File: config.mk
export PLATFORM = sky130hd
export DESIGN_NAME = bsq_sequencer
export DESIGN_NICKNAME = d
export VERILOG_FILES = /design/src/bsq_pkg.sv /design/src/bsq_sample_timer.sv /design/src/bsq_sequencer.sv
export VERILOG_INCLUDE_DIRS = /design/src /design/src/src
export SDC_FILE = /design/constraint.sdc
export NUM_CORES = 1
export LEC_CHECK = 0
export ABC_CLOCK_PERIOD_IN_PS = 2900
export BUFFER_PORTS_ARGS = -buffer_cell sky130_fd_sc_hd__buf_2
export CORE_ASPECT_RATIO = 0.75
export CORE_MARGIN = 1.5
export CORE_UTILIZATION = 45
export DETAILED_ROUTE_END_ITERATION = 7
export PLACE_DENSITY = 0.69
export SKIP_LAST_GASP = 1
export SLEW_MARGIN = 5
export SYNTH_ARGS = -nofsm -noshare
export SYNTH_HDL_FRONTEND = slang
export SYNTH_SLANG_ARGS = --single-unit
File: constraint.sdc
create_clock -name clk -period 2.9 [get_ports clk]
set_input_delay 0.435 -clock clk [delete_from_list [all_inputs] [get_ports clk]]
set_output_delay 0.435 -clock clk [all_outputs]
set_load 0.02 [all_outputs]
File: src/bsq_map.svh
/*
  Constants of the battery/auxiliary port scan sequencer: timing figures,
  field positions and reset values.
  Assumes a 200 MHz system clock; included by the sample timer and the sequencer modules.
*/
// Operation
// - Wide-range battery input reaches the converter divided by four.
// - Narrow-range battery input reaches the converter divided by two.
// - Each battery divider is on only while its input is sampled.
// - Single reading: 2.625 us + reference delay + per sample (bits + 4.4 us).
// - Auxiliary inputs use the battery sequence, each into its own result.
// - Port scan skips touch screen channels, only non-touch inputs.
// - Port scan converts both battery and both auxiliary inputs in one run.
// - After a scan all four result registers hold the newest values.
// - One start command runs all four scan measurements without more commands.
// - Scan: 7.5 us + reference delay + 4 x averages x (bits + 4.4 us).
// - Contrast converter power follows its control setting.
// - Contrast converter sink is driven from an 8-bit loaded code.
// - Results are 16-bit words, 12-bit value right-aligned, top bits zero.
// - Contrast data takes bits 7..0 and ignores bits 15..8.
`ifndef BSQ_MAP_SVH
`define BSQ_MAP_SVH

`define BSQ_CLK_NS        5
`define BSQ_SINGLE_NS     2625
`define BSQ_SCAN_NS       7500
`define BSQ_ACQ_NS        4400
`define BSQ_CYC(ns)       (((ns) + `BSQ_CLK_NS - 1) / `BSQ_CLK_NS)
`define BSQ_SINGLE_CYC    `BSQ_CYC(`BSQ_SINGLE_NS)
`define BSQ_SCAN_CYC      `BSQ_CYC(`BSQ_SCAN_NS)
`define BSQ_ACQ_CYC       `BSQ_CYC(`BSQ_ACQ_NS)

`define BSQ_DIV_WIDE      4
`define BSQ_DIV_NARROW    2
`define BSQ_RESULT_MSB    11
`define BSQ_DAC_MSB       7
`define BSQ_RESULT_RST    16'h0000
`define BSQ_DAC_CODE_RST  8'h00
`define BSQ_DAC_PWR_RST   1'b0

`endif

File: src/bsq_pkg.sv
/*
  Types of the port scan sequencer: states and channels.
  Assumes nothing beyond the constants header.
*/
package bsq_pkg;
  typedef enum logic [1:0] {
    ST_IDLE = 2'b00,
    ST_LEAD = 2'b01,
    ST_CONV = 2'b10
  } bsq_state_e;

  typedef enum logic [1:0] {
    CH_BAT_WIDE   = 2'b00,
    CH_BAT_NARROW = 2'b01,
    CH_AUX_ONE    = 2'b10,
    CH_AUX_TWO    = 2'b11
  } bsq_chan_e;
endpackage

File: src/bsq_sample_timer.sv
/*
  One sample: acquisition window of 4.4 us, then bits x conversion clock
  periods of conversion, then a one-cycle done pulse.
  Assumes go arrives only while the timer is idle.
*/
`include "bsq_map.svh"
module bsq_sample_timer import bsq_pkg::*; (
  input  wire logic       clk,
  input  wire logic       rst_b,
  input  wire logic       go,
  input  wire logic [3:0] nBits,
  input  wire logic [7:0] convDiv,
  output logic            acquire,
  output logic            done
);
  localparam logic [11:0] AcqCyc = 12'(`BSQ_ACQ_CYC);

  logic [11:0] cnt;
  logic        convPhase;
  logic [11:0] acqSpan;

  wire  [11:0] convSpan = {4'h0, convDiv} * {8'h00, nBits};
  // A zero divider would wrap the count to a 4096-cycle conversion; one cycle is the floor
  wire  [11:0] convLen  = (convSpan == 12'h000) ? 12'h001 : convSpan;
  wire         cntZero  = (cnt == 12'h000);

  always_ff @(posedge clk or negedge rst_b) begin
    if (!rst_b) begin
      acquire   <= 1'b0;
      convPhase <= 1'b0;
      done      <= 1'b0;
      cnt       <= 12'h000;
    end else begin
      done <= convPhase & cntZero;
      if (go) begin
        acquire <= 1'b1;
        cnt     <= AcqCyc - 12'h001;
      end else if (acquire && cntZero) begin
        acquire   <= 1'b0;
        convPhase <= 1'b1;
        cnt       <= convLen - 12'h001;
      end else if (convPhase && cntZero) begin
        convPhase <= 1'b0;
      end else if (acquire || convPhase) begin
        cnt <= cnt - 12'h001;
      end
    end
  end

  always_ff @(posedge clk or negedge rst_b) begin
    if (!rst_b) acqSpan <= 12'h000;
    else        acqSpan <= acquire ? acqSpan + 12'h001 : 12'h000;
  end

  acq_window_a: assert property (
    @(posedge clk) disable iff (!rst_b)
    $fell(acquire) |-> acqSpan == AcqCyc)
    else $error("acquisition window length wrong");

  done_pulse_a: assert property (
    @(posedge clk) disable iff (!rst_b)
    done |=> !done)
    else $error("done lasts more than one cycle");
endmodule

File: src/bsq_sequencer.sv
/*
  Battery/auxiliary measurement sequencer with port scan, plus the contrast
  D/A power and code holding.
  Assumes start strobes and DAC writes are one-cycle pulses synchronous to
  clk; the analog converter presents adcCode valid when a sample ends.
*/
`include "bsq_map.svh"
module bsq_sequencer import bsq_pkg::*; (
  input  wire logic        clk,
  input  wire logic        rst_b,
  input  wire logic        startSingle,
  input  wire logic [1:0]  singleChan,
  input  wire logic        startScan,
  input  wire logic [1:0]  resolution,
  input  wire logic [1:0]  averagingCount,
  input  wire logic [15:0] refDelay,
  input  wire logic [7:0]  convDiv,
  input  wire logic [11:0] adcCode,
  input  wire logic        dacPowerWr,
  input  wire logic        dacPowerSet,
  input  wire logic        dacDataWr,
  input  wire logic [15:0] dacDataIn,
  output logic             busy,
  output logic [1:0]       muxSel,
  output logic             sampleEn,
  output logic             divWideEn,
  output logic             divNarrowEn,
  output logic [15:0]      resultBatWide,
  output logic [15:0]      resultBatNarrow,
  output logic [15:0]      resultAuxOne,
  output logic [15:0]      resultAuxTwo,
  output logic [3:0]       resultUpdate,
  output logic             dacPowered,
  output logic [7:0]       dacCode
);
  localparam logic [16:0] SingleCyc = 17'(`BSQ_SINGLE_CYC);
  localparam logic [16:0] ScanCyc   = 17'(`BSQ_SCAN_CYC);

  // ------------------------------------------------------------
  // Decode
  // ------------------------------------------------------------
  bsq_state_e  state;
  bsq_chan_e   chan;
  logic        scanMode;
  logic [3:0]  sampleIdx;
  logic [15:0] accum;
  logic [16:0] leadCnt;
  logic        timerGo;
  logic        timerAcquire;
  logic        timerDone;
  logic [15:0] resultReg [4];

  wire        idle       = (state == ST_IDLE);
  wire        takeScan   = idle & startScan;
  wire        takeSingle = idle & startSingle & ~startScan;
  wire        take       = takeScan | takeSingle;
  wire [16:0] leadTarget = (startScan ? ScanCyc : SingleCyc)
                           + {1'b0, refDelay};
  wire [3:0]  avgLast    = (averagingCount == 2'h0) ? 4'h0 :
                           (averagingCount == 2'h1) ? 4'h3 :
                           (averagingCount == 2'h2) ? 4'h7 : 4'hf;
  wire [2:0]  avgShift   = (averagingCount == 2'h0) ? 3'h0 :
                           (averagingCount == 2'h1) ? 3'h2 :
                           (averagingCount == 2'h2) ? 3'h3 : 3'h4;
  wire [3:0]  nBits      = (resolution == 2'h1) ? 4'h8 :
                           (resolution == 2'h2) ? 4'ha : 4'hc;
  wire        lastSample = (sampleIdx == avgLast);
  wire        storeFire  = timerDone & lastSample;
  wire        moreChan   = scanMode & (chan != CH_AUX_TWO);
  wire        seqEnd     = storeFire & ~moreChan;
  wire [15:0] sumNext    = accum + {4'h0, adcCode};
  wire [15:0] avgWide    = sumNext >> avgShift;
  wire [15:0] avgWord    = {4'h0, avgWide[`BSQ_RESULT_MSB:0]};
  wire        leadDone   = (state == ST_LEAD) && (leadCnt == 17'h00000);
  wire        convNext   = timerDone & ~seqEnd;

  // ------------------------------------------------------------
  // Sequence control
  // ------------------------------------------------------------
  always_ff @(posedge clk or negedge rst_b) begin
    if (!rst_b) begin
      state    <= ST_IDLE;
      chan     <= CH_BAT_WIDE;
      scanMode <= 1'b0;
      leadCnt  <= 17'h00000;
    end else begin
      case (state)
        ST_IDLE: begin
          if (take) begin
            state    <= ST_LEAD;
            scanMode <= takeScan;
            chan     <= takeScan ? CH_BAT_WIDE : bsq_chan_e'(singleChan);
            leadCnt  <= leadTarget - 17'h00001;
          end
        end
        ST_LEAD: begin
          if (leadDone) state <= ST_CONV;
          else          leadCnt <= leadCnt - 17'h00001;
        end
        ST_CONV: begin
          if (seqEnd)        state <= ST_IDLE;
          else if (storeFire) chan <= bsq_chan_e'(chan + 2'h1);
        end
        default: state <= ST_IDLE;
      endcase
    end
  end

  // Averaging accumulator; restarts per channel
  always_ff @(posedge clk or negedge rst_b) begin
    if (!rst_b) begin
      accum     <= 16'h0000;
      sampleIdx <= 4'h0;
      timerGo   <= 1'b0;
    end else begin
      timerGo <= leadDone | convNext;
      if (storeFire || take) begin
        accum     <= 16'h0000;
        sampleIdx <= 4'h0;
      end else if (timerDone) begin
        accum     <= sumNext;
        sampleIdx <= sampleIdx + 4'h1;
      end
    end
  end

  bsq_sample_timer u_timer (
    .clk     (clk),
    .rst_b   (rst_b),
    .go      (timerGo),
    .nBits   (nBits),
    .convDiv (convDiv),
    .acquire (timerAcquire),
    .done    (timerDone)
  );

  // ------------------------------------------------------------
  // Analog steering
  // ------------------------------------------------------------
  // Dividers draw current, so they follow the acquisition window only
  always_ff @(posedge clk or negedge rst_b) begin
    if (!rst_b) begin
      sampleEn    <= 1'b0;
      divWideEn   <= 1'b0;
      divNarrowEn <= 1'b0;
      busy        <= 1'b0;
    end else begin
      sampleEn    <= timerAcquire;
      divWideEn   <= timerAcquire & (chan == CH_BAT_WIDE);
      divNarrowEn <= timerAcquire & (chan == CH_BAT_NARROW);
      busy        <= take | (busy & ~seqEnd);
    end
  end
  assign muxSel = chan;

  // ------------------------------------------------------------
  // Result registers
  // ------------------------------------------------------------
  for (genvar i = 0; i < 4; i++) begin : g_res
    wire hit = storeFire && (chan == bsq_chan_e'(i));
    always_ff @(posedge clk or negedge rst_b) begin
      if (!rst_b) begin
        resultReg[i]    <= `BSQ_RESULT_RST;
        resultUpdate[i] <= 1'b0;
      end else begin
        resultUpdate[i] <= hit;
        if (hit) resultReg[i] <= avgWord;
      end
    end
  end
  assign resultBatWide   = resultReg[0];
  assign resultBatNarrow = resultReg[1];
  assign resultAuxOne    = resultReg[2];
  assign resultAuxTwo    = resultReg[3];

  // ------------------------------------------------------------
  // Contrast converter
  // ------------------------------------------------------------
  always_ff @(posedge clk or negedge rst_b) begin
    if (!rst_b) begin
      dacPowered <= `BSQ_DAC_PWR_RST;
      dacCode    <= `BSQ_DAC_CODE_RST;
    end else begin
      if (dacPowerWr) dacPowered <= dacPowerSet;
      if (dacDataWr)  dacCode    <= dacDataIn[`BSQ_DAC_MSB:0];
    end
  end

  // ------------------------------------------------------------
  // Checks
  // ------------------------------------------------------------
  logic [16:0] leadSpan;
  logic [16:0] leadGoal;
  logic [3:0]  storedMask;
  always_ff @(posedge clk or negedge rst_b) begin
    if (!rst_b) begin
      leadSpan   <= 17'h00000;
      leadGoal   <= 17'h00000;
      storedMask <= 4'h0;
    end else begin
      leadSpan <= (state == ST_LEAD) ? leadSpan + 17'h00001 : 17'h00000;
      if (take) leadGoal <= leadTarget;
      if (take)            storedMask <= 4'h0;
      else if (storeFire)  storedMask <= storedMask | (4'h1 << chan);
    end
  end

  lead_time_a: assert property (
    @(posedge clk) disable iff (!rst_b)
    leadDone |-> leadSpan == leadGoal - 17'h00001)
    else $error("lead time before sampling wrong");

  wide_divider_a: assert property (
    @(posedge clk) disable iff (!rst_b)
    divWideEn |-> sampleEn && muxSel == CH_BAT_WIDE && !divNarrowEn)
    else $error("wide divider on outside its sample");

  narrow_divider_a: assert property (
    @(posedge clk) disable iff (!rst_b)
    divNarrowEn |-> sampleEn && muxSel == CH_BAT_NARROW)
    else $error("narrow divider on outside its sample");

  divider_off_a: assert property (
    @(posedge clk) disable iff (!rst_b)
    $fell(sampleEn) |-> !divWideEn && !divNarrowEn)
    else $error("divider left on after sampling");

  scan_all_four_a: assert property (
    @(posedge clk) disable iff (!rst_b)
    (seqEnd && scanMode) |=> storedMask == 4'hf && resultUpdate[3])
    else $error("scan did not store all four results");

  result_hold_a: assert property (
    @(posedge clk) disable iff (!rst_b)
    !$past(storeFire) |-> $stable(resultBatWide) && $stable(resultBatNarrow)
     && $stable(resultAuxOne) && $stable(resultAuxTwo))
    else $error("result changed without a finished conversion");

  result_upper_a: assert property (
    @(posedge clk) disable iff (!rst_b)
    (resultBatWide[15:12] | resultBatNarrow[15:12]
     | resultAuxOne[15:12] | resultAuxTwo[15:12]) == 4'h0)
    else $error("result upper bits not zero");

  dac_code_a: assert property (
    @(posedge clk) disable iff (!rst_b)
    dacDataWr |=> dacCode == $past(dacDataIn[7:0]))
    else $error("contrast code not loaded from low byte");

  dac_power_a: assert property (
    @(posedge clk) disable iff (!rst_b)
    dacPowerWr |=> dacPowered == $past(dacPowerSet))
    else $error("contrast power not following setting");

  scan_done_c: cover property (
    @(posedge clk) disable iff (!rst_b) seqEnd && scanMode);
  single_wide_c: cover property (
    @(posedge clk) disable iff (!rst_b) seqEnd && !scanMode && chan == 2'h0);
  averaged_c: cover property (
    @(posedge clk) disable iff (!rst_b) storeFire && sampleIdx == 4'hf);
  dac_load_c: cover property (
    @(posedge clk) disable iff (!rst_b) dacDataWr && dacPowered);
endmodule

==> results of run 1 <==
==> area by class of cell <==
cell class / instances / area share [%]
repair buffers: 230 / 13.4
multi-input cells: 704 / 48.7
inverters: 51 / 1.83
flip-flops and latches: 123 / 28.1
clock buffers: 18 / 3.91
well taps: 242 / 2.76
clock inverters: 14 / 1.24
==> worst paths after layout <==
path	startpoint	to	slack, ns
worst max-delay path	resolution[0]	u_timer.cnt[6]$_DFFE_PN0P_	-1.45
worst min-delay path	rst_b	accum[7]$_DFFE_PN0P_	-0.01
worst max register to register	accum[0]$_DFFE_PN0P_	resultBatWide[9]$_DFFE_PN0P_	-0.18
worst min register to register	resultBatNarrow[11]$_DFFE_PN0P_	resultBatNarrow[11]$_DFFE_PN0P_	0.48
max in group asynchronous	rst_b	accum[1]$_DFFE_PN0P_	2.27
min in group clk	dacDataIn[2]	dacCode[2]$_DFFE_PN0P_	0.25
==> registers in the layout (all words and copies together), names as in the netlist, 8 cells and up <==
register	count
leadCnt	17
accum	16
resultAuxOne	12
resultAuxTwo	12
resultBatNarrow	12
resultBatWide	12
u_timer.cnt	12
dacCode	8
==> synth_stat cells, types with 4 or more instances <==
| cell | count |
|---|---|
| sky130_fd_sc_hd__dfrtp_1 | 123 |
| sky130_fd_sc_hd__nand2_1 | 102 |
| sky130_fd_sc_hd__nor2_1 | 82 |
| sky130_fd_sc_hd__a21oi_1 | 70 |
| sky130_fd_sc_hd__o21ai_0 | 63 |
| sky130_fd_sc_hd__ha_1 | 49 |
| sky130_fd_sc_hd__inv_1 | 46 |
| sky130_fd_sc_hd__clkbuf_1 | 23 |
| sky130_fd_sc_hd__xnor2_1 | 21 |
| sky130_fd_sc_hd__mux2i_1 | 20 |
| sky130_fd_sc_hd__nor3_1 | 19 |
| sky130_fd_sc_hd__o21ai_1 | 17 |
| sky130_fd_sc_hd__buf_4 | 16 |
| sky130_fd_sc_hd__nand3_1 | 15 |
| sky130_fd_sc_hd__mux2_2 | 14 |
| sky130_fd_sc_hd__xor2_1 | 14 |
| sky130_fd_sc_hd__a31oi_1 | 13 |
| sky130_fd_sc_hd__nand2b_1 | 13 |
| sky130_fd_sc_hd__a211oi_1 | 12 |
| sky130_fd_sc_hd__and2_1 | 11 |
| sky130_fd_sc_hd__o21a_1 | 11 |
| sky130_fd_sc_hd__nor2b_1 | 10 |
| sky130_fd_sc_hd__o31ai_1 | 9 |
| sky130_fd_sc_hd__and3_1 | 8 |
| sky130_fd_sc_hd__fa_1 | 8 |
| sky130_fd_sc_hd__or3_1 | 8 |
| sky130_fd_sc_hd__a21o_1 | 7 |
| sky130_fd_sc_hd__nand4_1 | 6 |
| sky130_fd_sc_hd__a22oi_1 | 5 |
| sky130_fd_sc_hd__o22ai_1 | 5 |
| sky130_fd_sc_hd__and4_1 | 4 |
| sky130_fd_sc_hd__or2_2 | 4 |
==> report_power, final <==
part	internal, µW	switching (µW)
clock	1200	833
sequential	1730	5.72
combinational	512	605
total	3440	1440
==> routing by layer <==
metal  up-vias  GRT usage, %  wire length, µm
met5         -             0                0
met4         0          4.42              196
met2       186          37.8            10200
met3        20          3.78              947
li1       3650             -                -
met1      3535          33.3            10300
==> stage by stage <==
step | total power (µW) | setup WS, ns | hold WS [ns] | setup TNS (ns) | cells
floorplan | 2300 | -1.60 | 0.139 | -11.59 | 921
global placement | 2660 | -1.83 | 0.450 | -25.15 | 1340
detailed placement | 2670 | -1.96 | 0.448 | -27.65 | 1340
CTS | 4770 | -1.38 | 0.00633 | -12.67 | 1380
global route | 5090 | -1.59 | 0.0287 | -19.73 | 1382
finish | 4880 | -1.45 | -0.0131 | -13.62 | 1382
==> placed cells by master, fill, tap and decap left out, drive strengths merged, types with 10 or more instances in the layout <==
master  Yosys  final
buf        20    230
dfrtp     123    123
nand2     104    104
nor2       84     84
o21ai      81     81
a21oi      71     71
inv        47     53
ha         49     49
xnor2      21     21
mux2i      21     21
nor3       20     20
clkbuf     23     18
conb        1     16
nand3      15     15
xor2       14     14
mux2       14     14
a31oi      14     14
nand2b     13     13
a211oi     13     13
o21a       12     12
and2       11     11
nor2b      10     10
==> logic make-up (layout without fill, tap and decap cells) <==
family,count (synthesis),after routing,share of synthesized area (%)
other cells,1,16,0.0465
mux,36,36,4.89
xor+xnor,35,35,3.80
compound gates,255,255,19.8
fa+ha+maj,57,57,9.59
simple gates,305,305,18.6
flops,123,123,38.2
buf+inv,94,313,5.17
==> worst max-delay path: cells and delay by family <==
kind	cells	cell delay [ns]
adder cells (fa/ha/maj)	6	1.78
AND/OR/NAND/NOR	8	1.30
AO/OA/AOI/OAI	5	0.93
buffers and inverters	4	0.20
==> what timing repair did <==
item | CTS | global route
buffers inserted | 8 | 2
pin swaps | 32 | 58
resized for setup | 49 | 80
endpoints found under the setup margin | 53 | 60
==> summary by stage, run 1 <==
Timing
Dividing the final minimum period by the clock period gives 150%. The hold violation total from the final report is 7. Final hold analysis gives a worst-case slack of -0.0131 ns. The time the final worst path needs with I/O delays and setup is 4.35 ns.

The number of slew-limit violations in the final report came to 0. Based on the critical path, the design can be clocked at up to 0.230 GHz. Measured against its own limit, the worst slew margin works out to 20.3%. Setup repair after global routing could not meet its margin everywhere.

The post-route clock skew is 0.0129 ns. For the pin with the worst max-slew slack, the measured transition is 1.19 ns. The number of setup violations in the final report is 33. The minimum setup slack in the final design is -1.45 ns.

Floorplanning
The die outline area is 0.0187 mm². The area of the core is 0.0176 mm². The effective utilization at floorplan is 45.8%. The floorplan step set the die height to 119 µm. The floorplan has 42 rows. The die width is 158 µm. For this design the top-level I/O count stands at 148.

Global routing
The via count of the first global-routing pass is 7068. Entering global routing, the biggest net connects 44 pins. Global routing used 23.4% of the available tracks. The number of antenna violations at the first check in global routing is 0. The global-route wire length before repair is 35100 µm.

The aggregate global routing overflow is 0.

Route
The post-detailed-route wirelength per cell is 15.6 µm. The via count normalized by instance count is 5.35. The DRC violation count after routing is 0. The total wire length after detailed routing is 21600 µm.

The DRC marker count from the first detailed-route iteration is 408. Detailed routing inserted a total of 7391 vias. The remaining antenna violation count is 0. Before antenna repair, the detailed router went through 5 iterations.

Clock network
The count of H-tree levels built during CTS is 4. The clock net sink count is 123. The largest buffer count on any clock path is 2. The clock tree from TritonCTS is yes.

The buffer type at the clock tree root is sky130_fd_sc_hd__clkbuf_16. Clock tree synthesis inserted a total of 17 buffers. The hold buffer count at CTS is 0. The clock transition at the registers of the reported paths is 0.06 ns. The later-pin clock latency in the skew report is 0.41 ns.

Placement
Once placement finished, the instance area stood at 0.00973 mm². At the end of routability-driven placement, the weighted congestion stood at 0.897. The number of I/O port buffers is 123. After legalization and detailed placement, the total HPWL measured 15700 µm.

Power and ir drop
Power spread over the standard cell area amounts to 445 mW/mm². The maximum ir drop on the vdd rail is 0.309 mV. In this run the static leakage power is 0.00524 µW.

Yosys
The register bit total from synthesis is 123. Yosys mapped the design onto 85 distinct sky130hd cell types. The post-synthesis area per instance is 8.90 µm². The count of flip-flops with a built-in enable after synthesis is 0. In the post-synthesis netlist, the biggest area contributors are sky130_fd_sc_hd__dfrtp_1 38%, sky130_fd_sc_hd__ha_1 7.6%, sky130_fd_sc_hd__nand2_1 4.7%. The share of the synthesized area in the top cell type is 38.2%.

The cell taking the most area after synthesis is sky130_fd_sc_hd__dfrtp_1. In the synthesized netlist the async set-or-reset flop fraction comes to 100%. The most instantiated flip-flop cell in the synthesis netlist is sky130_fd_sc_hd__dfrtp_1. Counting every instance in the synthesized netlist gives 906. The number of warnings issued by yosys is 0. For this run, the register share of the synthesized area comes to 38.2%. The cell area that synthesis handed to floorplanning was 0.00806 mm².

Final layout
The area of all placed cells without fillers is 0.0110 mm². The layout has 1482 filler cells. In the final layout, the share of cells above drive strength 1 is 34.7%. The final antenna diode count is 0. In the final layout, the multi-input gates occupy 0.00534 mm².

Across the whole layout, storage elements account for 0.00308 mm². The layout-stage area growth over the synthesis result is 36.0%. The net count of the finished layout is 1249.

Once layout is complete, the utilization of the core stands at 62.3%.

Critical path
The maximum fanout along the worst path is 8. The most frequent cell on the critical path is sky130_fd_sc_hd__ha_4. STA classifies the critical path endpoint as a flip-flop. The signal arrival time at the worst endpoint is 4.65 ns. The required time reported for the critical path endpoint is 3.19 ns. Traced cell by cell, the critical path runs through buf_8, inv_8, ha_4, nand2_2, fa_1, inv_2, ha_4, ha_4, inv_2, fa_2, nand2b_4, a2111o_1, o311ai_4, nor2_4, a41oi_2, ha_2, nand2b_1, or2_4, nor2_4, nand3b_1, or3b_4, o21ai_2, a21oi_1.

The worst setup path is of the in -> reg kind. The worst reg2reg path depth is 10. For this design, the slowest cell found on the critical path is sky130_fd_sc_hd__fa_1.

The largest single stage delay on the critical path is 0.49 ns. STA classifies the critical path startpoint as an input port.

Run status
The checks that failed: hold timing, setup timing. The run finished, with violations left.

Min path
The class of the tightest hold or removal check is in -> async.

Run
Across the run, the number of max-cap violations was 0.
(Power assumes the default switching activity.)
==> inputs of run 2 (changes only) <==
- REMOVE_ABC_BUFFERS: unset -> 1
==> summary by stage, run 2 (synthesized netlist as in run 1, its figures left out) <==
Run status
The run finished, with violations left. The checks that failed: setup timing.

Timing
The post-route clock skew is 0.0143 ns (+0.00138 ns). The worst max-slew margin expressed relative to the limit is 16.2% (-4.1 points). The transition at the pin with the smallest max-transition slack is 1.25 ns (+0.0617 ns). The time the final worst path needs with I/O delays and setup is 4.34 ns (-0.00987 ns). The hold violation total from the final report is 0 (-7).

The minimum setup slack in the final design was -1.44 ns (+0.00987 ns). The highest clock frequency the design can meet is 0.230 GHz (+0.23%). The final worst-path cycle share was 150% (-0.34 points). The number of slew-limit violations in the final report came to 0 (unchanged). The number of setup violations in the final report came to 24 (-27%). Setup repair after global routing could not meet its margin everywhere.

Final layout
The sequential cell area is 0.00308 mm² (about the same). The filler cell count is 1497 (+1.0%). The final antenna diode count is 0 (unchanged). The area occupied by multi-input gates is 0.00531 mm² (-0.54%). The non-filler instance count after layout was 1399 (+1.2%).

The largest registers in the layout are leadCnt x17, accum x16. The share of final-layout standard cells stronger than drive strength 1 came to 36.2% (+1.5 points). The count of nets after finishing was 1269 (+1.6%). In the layout the commonest cells are 123 x sky130_fd_sc_hd__dfrtp_1, 120 x sky130_fd_sc_hd__buf_2, 120 x sky130_fd_sc_hd__buf_4. The layout-stage area growth over the synthesis result is 37.6%. The register ranked first by flip-flop count is leadCnt. The commonest non-fill, non-tap cell in the layout is sky130_fd_sc_hd__dfrtp_1. The flip-flop count of the largest register, all copies and words added was 17 (unchanged).

Floorplanning
The effective utilization at floorplan was 45.8% (unchanged). The die width was 158 µm (unchanged). The die height is 119 µm (unchanged). The area of the core is 0.0176 mm² (unchanged).

The top-level port count came to 148 (unchanged). The die outline area is 0.0187 mm² (unchanged). The number of placement rows was 42 (unchanged).

Critical path
The signal arrival time at the worst endpoint is 4.66 ns (about the same). Traced cell by cell, the critical path runs through buf_6, inv_4, ha_4, nand2_2, fa_1, inv_1, ha_1, ha_2, inv_2, fa_2, nand2b_4, a21oi_4, xor2_2, nor3_4, buf_4, a41oi_2, ha_2, nand2b_4, buf_4, nor4b_2, buf_4, nand4b_1, xnor2_1, o31ai_1. The class of the most critical setup path is in -> reg.

The worst setup path is launched from an input port. The stage delay of the slowest cell on the critical path came to 0.51 ns (+0.02 ns). The most numerous cell type found on the critical path is sky130_fd_sc_hd__buf_4. The worst reg2reg path depth is 10 (unchanged).

The flop-to-flop setup slack came to -0.10 ns (+0.08 ns). The critical path capture point type is a flip-flop. The most critical setup path has its endpoint at u_timer.cnt[10]$_DFFE_PN0P_. The startpoint identified for the worst register-to-register timing path is accum[0]$_DFFE_PN0P_. The required time reported for the critical path endpoint is 3.22 ns (+0.03 ns).

Among all stages on the critical path, the largest delay is contributed by sky130_fd_sc_hd__fa_1. The worst register-to-register path ends at resultAuxTwo[9]$_DFFE_PN0P_. In this run the worst setup path begins at resolution[0].

The maximum fanout along the worst path came to 4 (-4).

Clock network
The number of buffers inserted during clock tree synthesis is 17 (unchanged). The hold buffer count at CTS came to 0 (unchanged). The clock net sink count is 123 (unchanged). The tree is rooted in a sky130_fd_sc_hd__clkbuf_16. The count of H-tree levels built during CTS is 4 (unchanged). TritonCTS built the clock tree. The largest buffer count on any clock path was 2 (unchanged).

The clock transition at the registers of the reported paths is 0.06 ns (about the same). The later-pin clock latency in the skew report is 0.42 ns (about the same).

Route
The post-detailed-route wirelength per cell is 16.1 µm (+2.8%). The iteration count of the initial detailed-routing pass came to 5 (unchanged). The remaining antenna violation count is 0 (unchanged).

The DRC marker count from the first detailed-route iteration is 428 (+4.9%). The detailed route wirelength on metal2 is 10200 µm (+0.11%). The post-route met1 wirelength was 10800 µm (+5.3%). The amount of wire on met3 after detailed routing came to 1150 µm (+21%). The total via count after detailed routing is 7563 (+2.3%). Signal routing reaches up to met4. The total wire length after detailed routing came to 22500 µm (+4.1%). The DRC violation count after routing is 0 (unchanged). The via count normalized by instance count is 5.41 (+1.1%).

Power and ir drop
The leakage power is 0.00533 µW (+1.8%). The power density of the placed cells was 446 mW/mm² (+0.10%). The maximum ir drop on the vdd rail was 0.436 mV (+41%).

The post-layout total power is 4940 µW (+1.3%).

Run
The total of max-cap violations was 0 (unchanged).

Placement
The instance count after placement with tap cells included is 1344 (+0.30%). The weighted congestion reported at the end of routability-driven placement was 0.869 (-3.1%). The HPWL after detailed placement is 15800 µm (+0.71%). The number of I/O port buffers is 123 (unchanged).

Global routing
The global router's overall resource usage was 24.3% (+0.86 points). The number of antenna violations at the first check in global routing was 0 (unchanged). The maximum number of pins on one net before global-route repair is 46 (+4.5%). The via count of the first global-routing pass is 7344 (+3.9%). The global-route wire length before repair is 36000 µm (+2.8%). The aggregate global routing overflow is 0 (unchanged).

Min path
The class of the tightest hold or removal check is in -> async.
-- run 2: changes by cell type in the layout (fill, tap and decap cells not counted), sizes merged --
cell	change
clkbuf	+1
inv	-4
buf	+20
bufinv	+1
clkinvlp	+1
clkinv	-2
-- run 2: per-layer routing --
metal	track usage, %	vias up
li1	-	3685
met1	34.0	3655
met2	37.5	193
met3	5.93	30
met4	6.43	0
met5	0	-
-- run 2: per-stage QoR --
stage	hold WS, ns	TNS [ns]	instance area (µm²)	utilization, %	worst slack [ns]
2_1_floorplan	0.139	-15.09	7900	-	-1.97
3_3_place_gp	0.458	-30.21	9590	54.5	-2.04
3_5_place_dp	0.462	-32.68	9590	54.5	-2.13
4_1_cts	0.0503	-10.48	10700	60.7	-1.31
5_1_grt	0.0799	-17.44	11100	63.0	-1.65
6_report	0.0293	-13.03	11100	63.0	-1.44
-- run 2: where the power goes --
part / switching [µW] / internal [µW] / leakage, µW / total [µW]
sequential: 5.34 / 1730 / 0.00158 / 1740
combinational: 592 / 546 / 0.00348 / 1140
clock: 775 / 1300 / 0.000274 / 2070
total: 1370 / 3570 / 0.00533 / 4940
-- run 2: how the worst min path moves through the flow --
stage / start / slack [ns] / to
2_1_floorplan: rst_b / 0.14 / accum[0]$_DFFE_PN0P_
3_3_place_gp: resultBatNarrow[2]$_DFFE_PN0P_ / 0.46 / resultBatNarrow[2]$_DFFE_PN0P_
3_5_place_dp: resultBatWide[7]$_DFFE_PN0P_ / 0.46 / resultBatWide[7]$_DFFE_PN0P_
4_1_cts: rst_b / 0.05 / u_timer.cnt[6]$_DFFE_PN0P_
5_1_grt: rst_b / 0.08 / accum[8]$_DFFE_PN0P_
6_report: rst_b / 0.03 / accum[3]$_DFFE_PN0P_
-- run 2: critical path, delay by kind of cell --
family | cells | cell delay [ns]
buf+inv | 7 | 0.64
simple gates | 6 | 0.77
xor+xnor | 2 | 0.38
fa+ha+maj | 6 | 1.89
compound gates | 3 | 0.55
-- run 2: area by class of cell --
class                   count  area share [%]
clock buffers              19            4.08
repair buffers            250            14.7
multi-input cells         704            47.9
inverters                  51            1.76
flip-flops and latches    123            27.7
clock inverters            10            1.07
well taps                 242            2.73
-- run 2: timing repair --
item | CTS | global route
buffers inserted | 25 | 12
gates resized for setup | 78 | 78
pin swaps | 49 | 56
setup endpoints to repair | 59 | 60
==> inputs of run 3 (changes only) <==
- PLACE_DENSITY: 0.69 -> unset
- PLACE_DENSITY_LB_ADDON: unset -> 0.25
==> summary by stage, run 3 (synthesized netlist as in run 1, its figures left out) <==
Run status
The run finished, with violations left. The checks that failed: setup timing.

Final layout
The library cells used most frequently in the layout, excluding fill and tap cells, are 124 x sky130_fd_sc_hd__buf_4, 123 x sky130_fd_sc_hd__dfrtp_1, 120 x sky130_fd_sc_hd__buf_2. The commonest non-fill, non-tap cell in the layout is sky130_fd_sc_hd__buf_4. The final antenna diode count was 0 (unchanged). The count of nets after finishing was 1276 (+0.55%). The area occupied by multi-input gates came to 0.00546 mm² (+2.8%). The sequential cell area is 0.00308 mm² (unchanged). The largest registers in the layout are leadCnt x17, accum x16.

The register ranked first by flip-flop count is leadCnt. The flip-flop count of the largest register, all copies and words added is 17 (unchanged). The layout-stage area growth over the synthesis result is 40.1%.

The share of final-layout standard cells stronger than drive strength 1 is 37.1% (+0.89 points). The filler cell count is 1436 (-4.1%).

Route
The via count normalized by instance count was 5.39 (-0.32%). The iteration count of the initial detailed-routing pass is 5 (unchanged). The total via count after detailed routing is 7593 (+0.40%). The total wire length after detailed routing is 23000 µm (+2.3%).

The remaining antenna violation count came to 0 (unchanged). The DRC marker count from the first detailed-route iteration is 481 (+12%). The DRC violation count after routing was 0 (unchanged). The post-detailed-route wirelength per cell is 16.3 µm (+1.5%).

Power and ir drop
The leakage power is 0.00538 µW (+0.84%). The relative contribution of the clock network to total power is 40.9% (-1.0 points). The relative contribution of combinational cells to total power is 24.7% (+1.7 points). The sequential cell fraction of total power came to 34.5% (-0.6 points). The power density of the placed cells was 446 mW/mm² (about the same).

The maximum ir drop on the vdd rail was 0.429 mV (-1.4%). The internal portion of total power is 3460 µW (-3.1%). The fraction of power spent switching nets is 31.2% (+3.5 points).

The post-layout total power is 5030 µW (+1.8%). The total net switching power is 1570 µW (+14%).

Timing
The minimum setup slack in the final design was -1.43 ns (+0.00993 ns). Setup repair after global routing could not meet its margin everywhere. The transition at the pin with the smallest max-transition slack is 1.20 ns (-0.0491 ns). The number of slew-limit violations in the final report is 0 (unchanged). The highest clock frequency the design can meet is 0.231 GHz (+0.23%). The final worst-path cycle share is 149% (-0.34 points).

The time the final worst path needs with I/O delays and setup is 4.33 ns (-0.00993 ns). The number of setup violations in the final report was 27 (+13%). The hold violation total from the final report is 0 (unchanged). The worst max-slew margin expressed relative to the limit is 19.4% (+3.3 points). The post-route clock skew is 0.00983 ns (-0.00451 ns).

Critical path
By instance count, the cell type seen most on the critical path is sky130_fd_sc_hd__buf_6. The maximum fanout along the worst path is 6 (+2). The critical path is of the in -> reg type.

The critical path launch point type is an input port. The signal arrival time at the worst endpoint is 4.63 ns (-0.03 ns). The critical path capture point type is a flip-flop.

Tracing the worst setup path back leads to its startpoint at resolution[0]. The worst reg2reg path depth came to 10 (unchanged). The startpoint identified for the worst register-to-register timing path is accum[0]$_DFFE_PN0P_. The stage delay of the slowest cell on the critical path is 0.49 ns (-0.02 ns).

The required time reported for the critical path endpoint is 3.20 ns (-0.02 ns). The highest-delay cell along the critical path is sky130_fd_sc_hd__fa_1.

Clock network
The count of H-tree levels built during CTS came to 4 (unchanged). The root buffer cell chosen for the clock tree is sky130_fd_sc_hd__clkbuf_16. The later-pin clock latency in the skew report came to 0.41 ns (about the same). The number of buffers inserted during clock tree synthesis is 17 (unchanged). The clock transition at the registers of the reported paths is 0.07 ns (about the same). The largest buffer count on any clock path is 2 (unchanged).

The clock net sink count is 123 (unchanged). TritonCTS built the clock tree.

Global routing
The global router's overall resource usage is 24.4% (+0.099 points). The maximum number of pins on one net before global-route repair was 70 (+52%). The number of antenna violations at the first check in global routing is 0 (unchanged). The aggregate global routing overflow is 0 (unchanged). The global-route wire length before repair is 36200 µm (+0.44%). The via count of the first global-routing pass was 7324 (-0.27%).

Placement
The weighted congestion reported at the end of routability-driven placement is 0.882 (+1.5%). The worst setup timing slack at the placement stage is -2.15 ns (-0.0250 ns). The number of I/O port buffers came to 123 (unchanged). The HPWL after detailed placement is 15800 µm (-0.39%).

Min path
The path class of the tightest hold or removal check is in -> reg. The number of cells traversed by the worst hold path is 2. The worst hold path startpoint is dacDataIn[4].

Floorplanning
The effective utilization at floorplan is 45.8% (unchanged). The die width was 158 µm (unchanged). The area of the core is 0.0176 mm² (unchanged).

The die height was 119 µm (unchanged). The top-level port count came to 148 (unchanged). The die outline area is 0.0187 mm² (unchanged). The number of placement rows was 42 (unchanged).

Run
The total of max-cap violations is 0 (unchanged).
## run 3: final cells by class
| cell class | count | share of cell area [%] |
|---|---|---|
| multi-input combinational | 704 | 48.4 |
| sequential | 123 | 27.3 |
| timing repair buffer | 257 | 14.9 |
| clock buffer | 17 | 3.77 |
| tap | 242 | 2.68 |
| inverter | 51 | 1.75 |
| clock inverter | 15 | 1.27 |
## run 3: final timing paths
path                                                     to  slack, ns
worst max-delay path             u_timer.cnt[6]$_DFFE_PN0P_      -1.43
worst min-delay path                 dacCode[4]$_DFFE_PN0P_       0.25
worst max register to register  resultAuxTwo[9]$_DFFE_PN0P_      -0.19
max in group asynchronous           leadCnt[12]$_DFFE_PN0P_       1.69
min in group asynchronous        u_timer.cnt[3]$_DFFE_PN0P_       0.49
worst min register to register  resultAuxTwo[1]$_DFFE_PN0P_       0.49
## run 3: what timing repair did
item | 4_1_cts | 5_1_grt
gates cloned | 0 | 0
hold buffers | 1 | 0
pin swaps | 64 | 60
endpoints found under the setup margin | 56 | 60
buffers inserted | 29 | 7
endpoints found under the hold margin | 25 | 0
resized for setup | 109 | 74
## run 3: critical path: cells and delay by family
kind	cells	cell delay [ns]
compound gates	7	0.96
simple gates	7	1.18
buf+inv	6	0.51
fa+ha+maj	5	1.54
## run 3: routing by layer
metal	vias up	global-route usage, %	routed length, µm
met5	-	0	0
met3	38	6.15	1400
met1	3635	32.7	10500
li1	3695	-	-
met2	225	39.2	10700
met4	0	6.43	414
## run 3: power groups by stage
stage	logic [µW]	registers [µW]	clock network [µW]
global route	1340	1730	2170
detailed placement	859	1770	0
global placement	847	1760	0
finish	1240	1730	2060
CTS	1060	1730	2100
floorplan	453	1780	0
## run 3: through the flow
stage | hold slack, ns | utilization, % | setup TNS, ns | cell area (µm²) | std cells
floorplan | 0.139 | - | -15.09 | 7900 | 878
global placement | 0.381 | 54.8 | -32.18 | 9660 | 1353
detailed placement | 0.384 | 54.8 | -35.72 | 9660 | 1353
CTS | 0.238 | 61.9 | -12.29 | 10900 | 1404
global route | 0.247 | 64.2 | -19.52 | 11300 | 1409
finish | 0.255 | 64.2 | -14.26 | 11300 | 1409
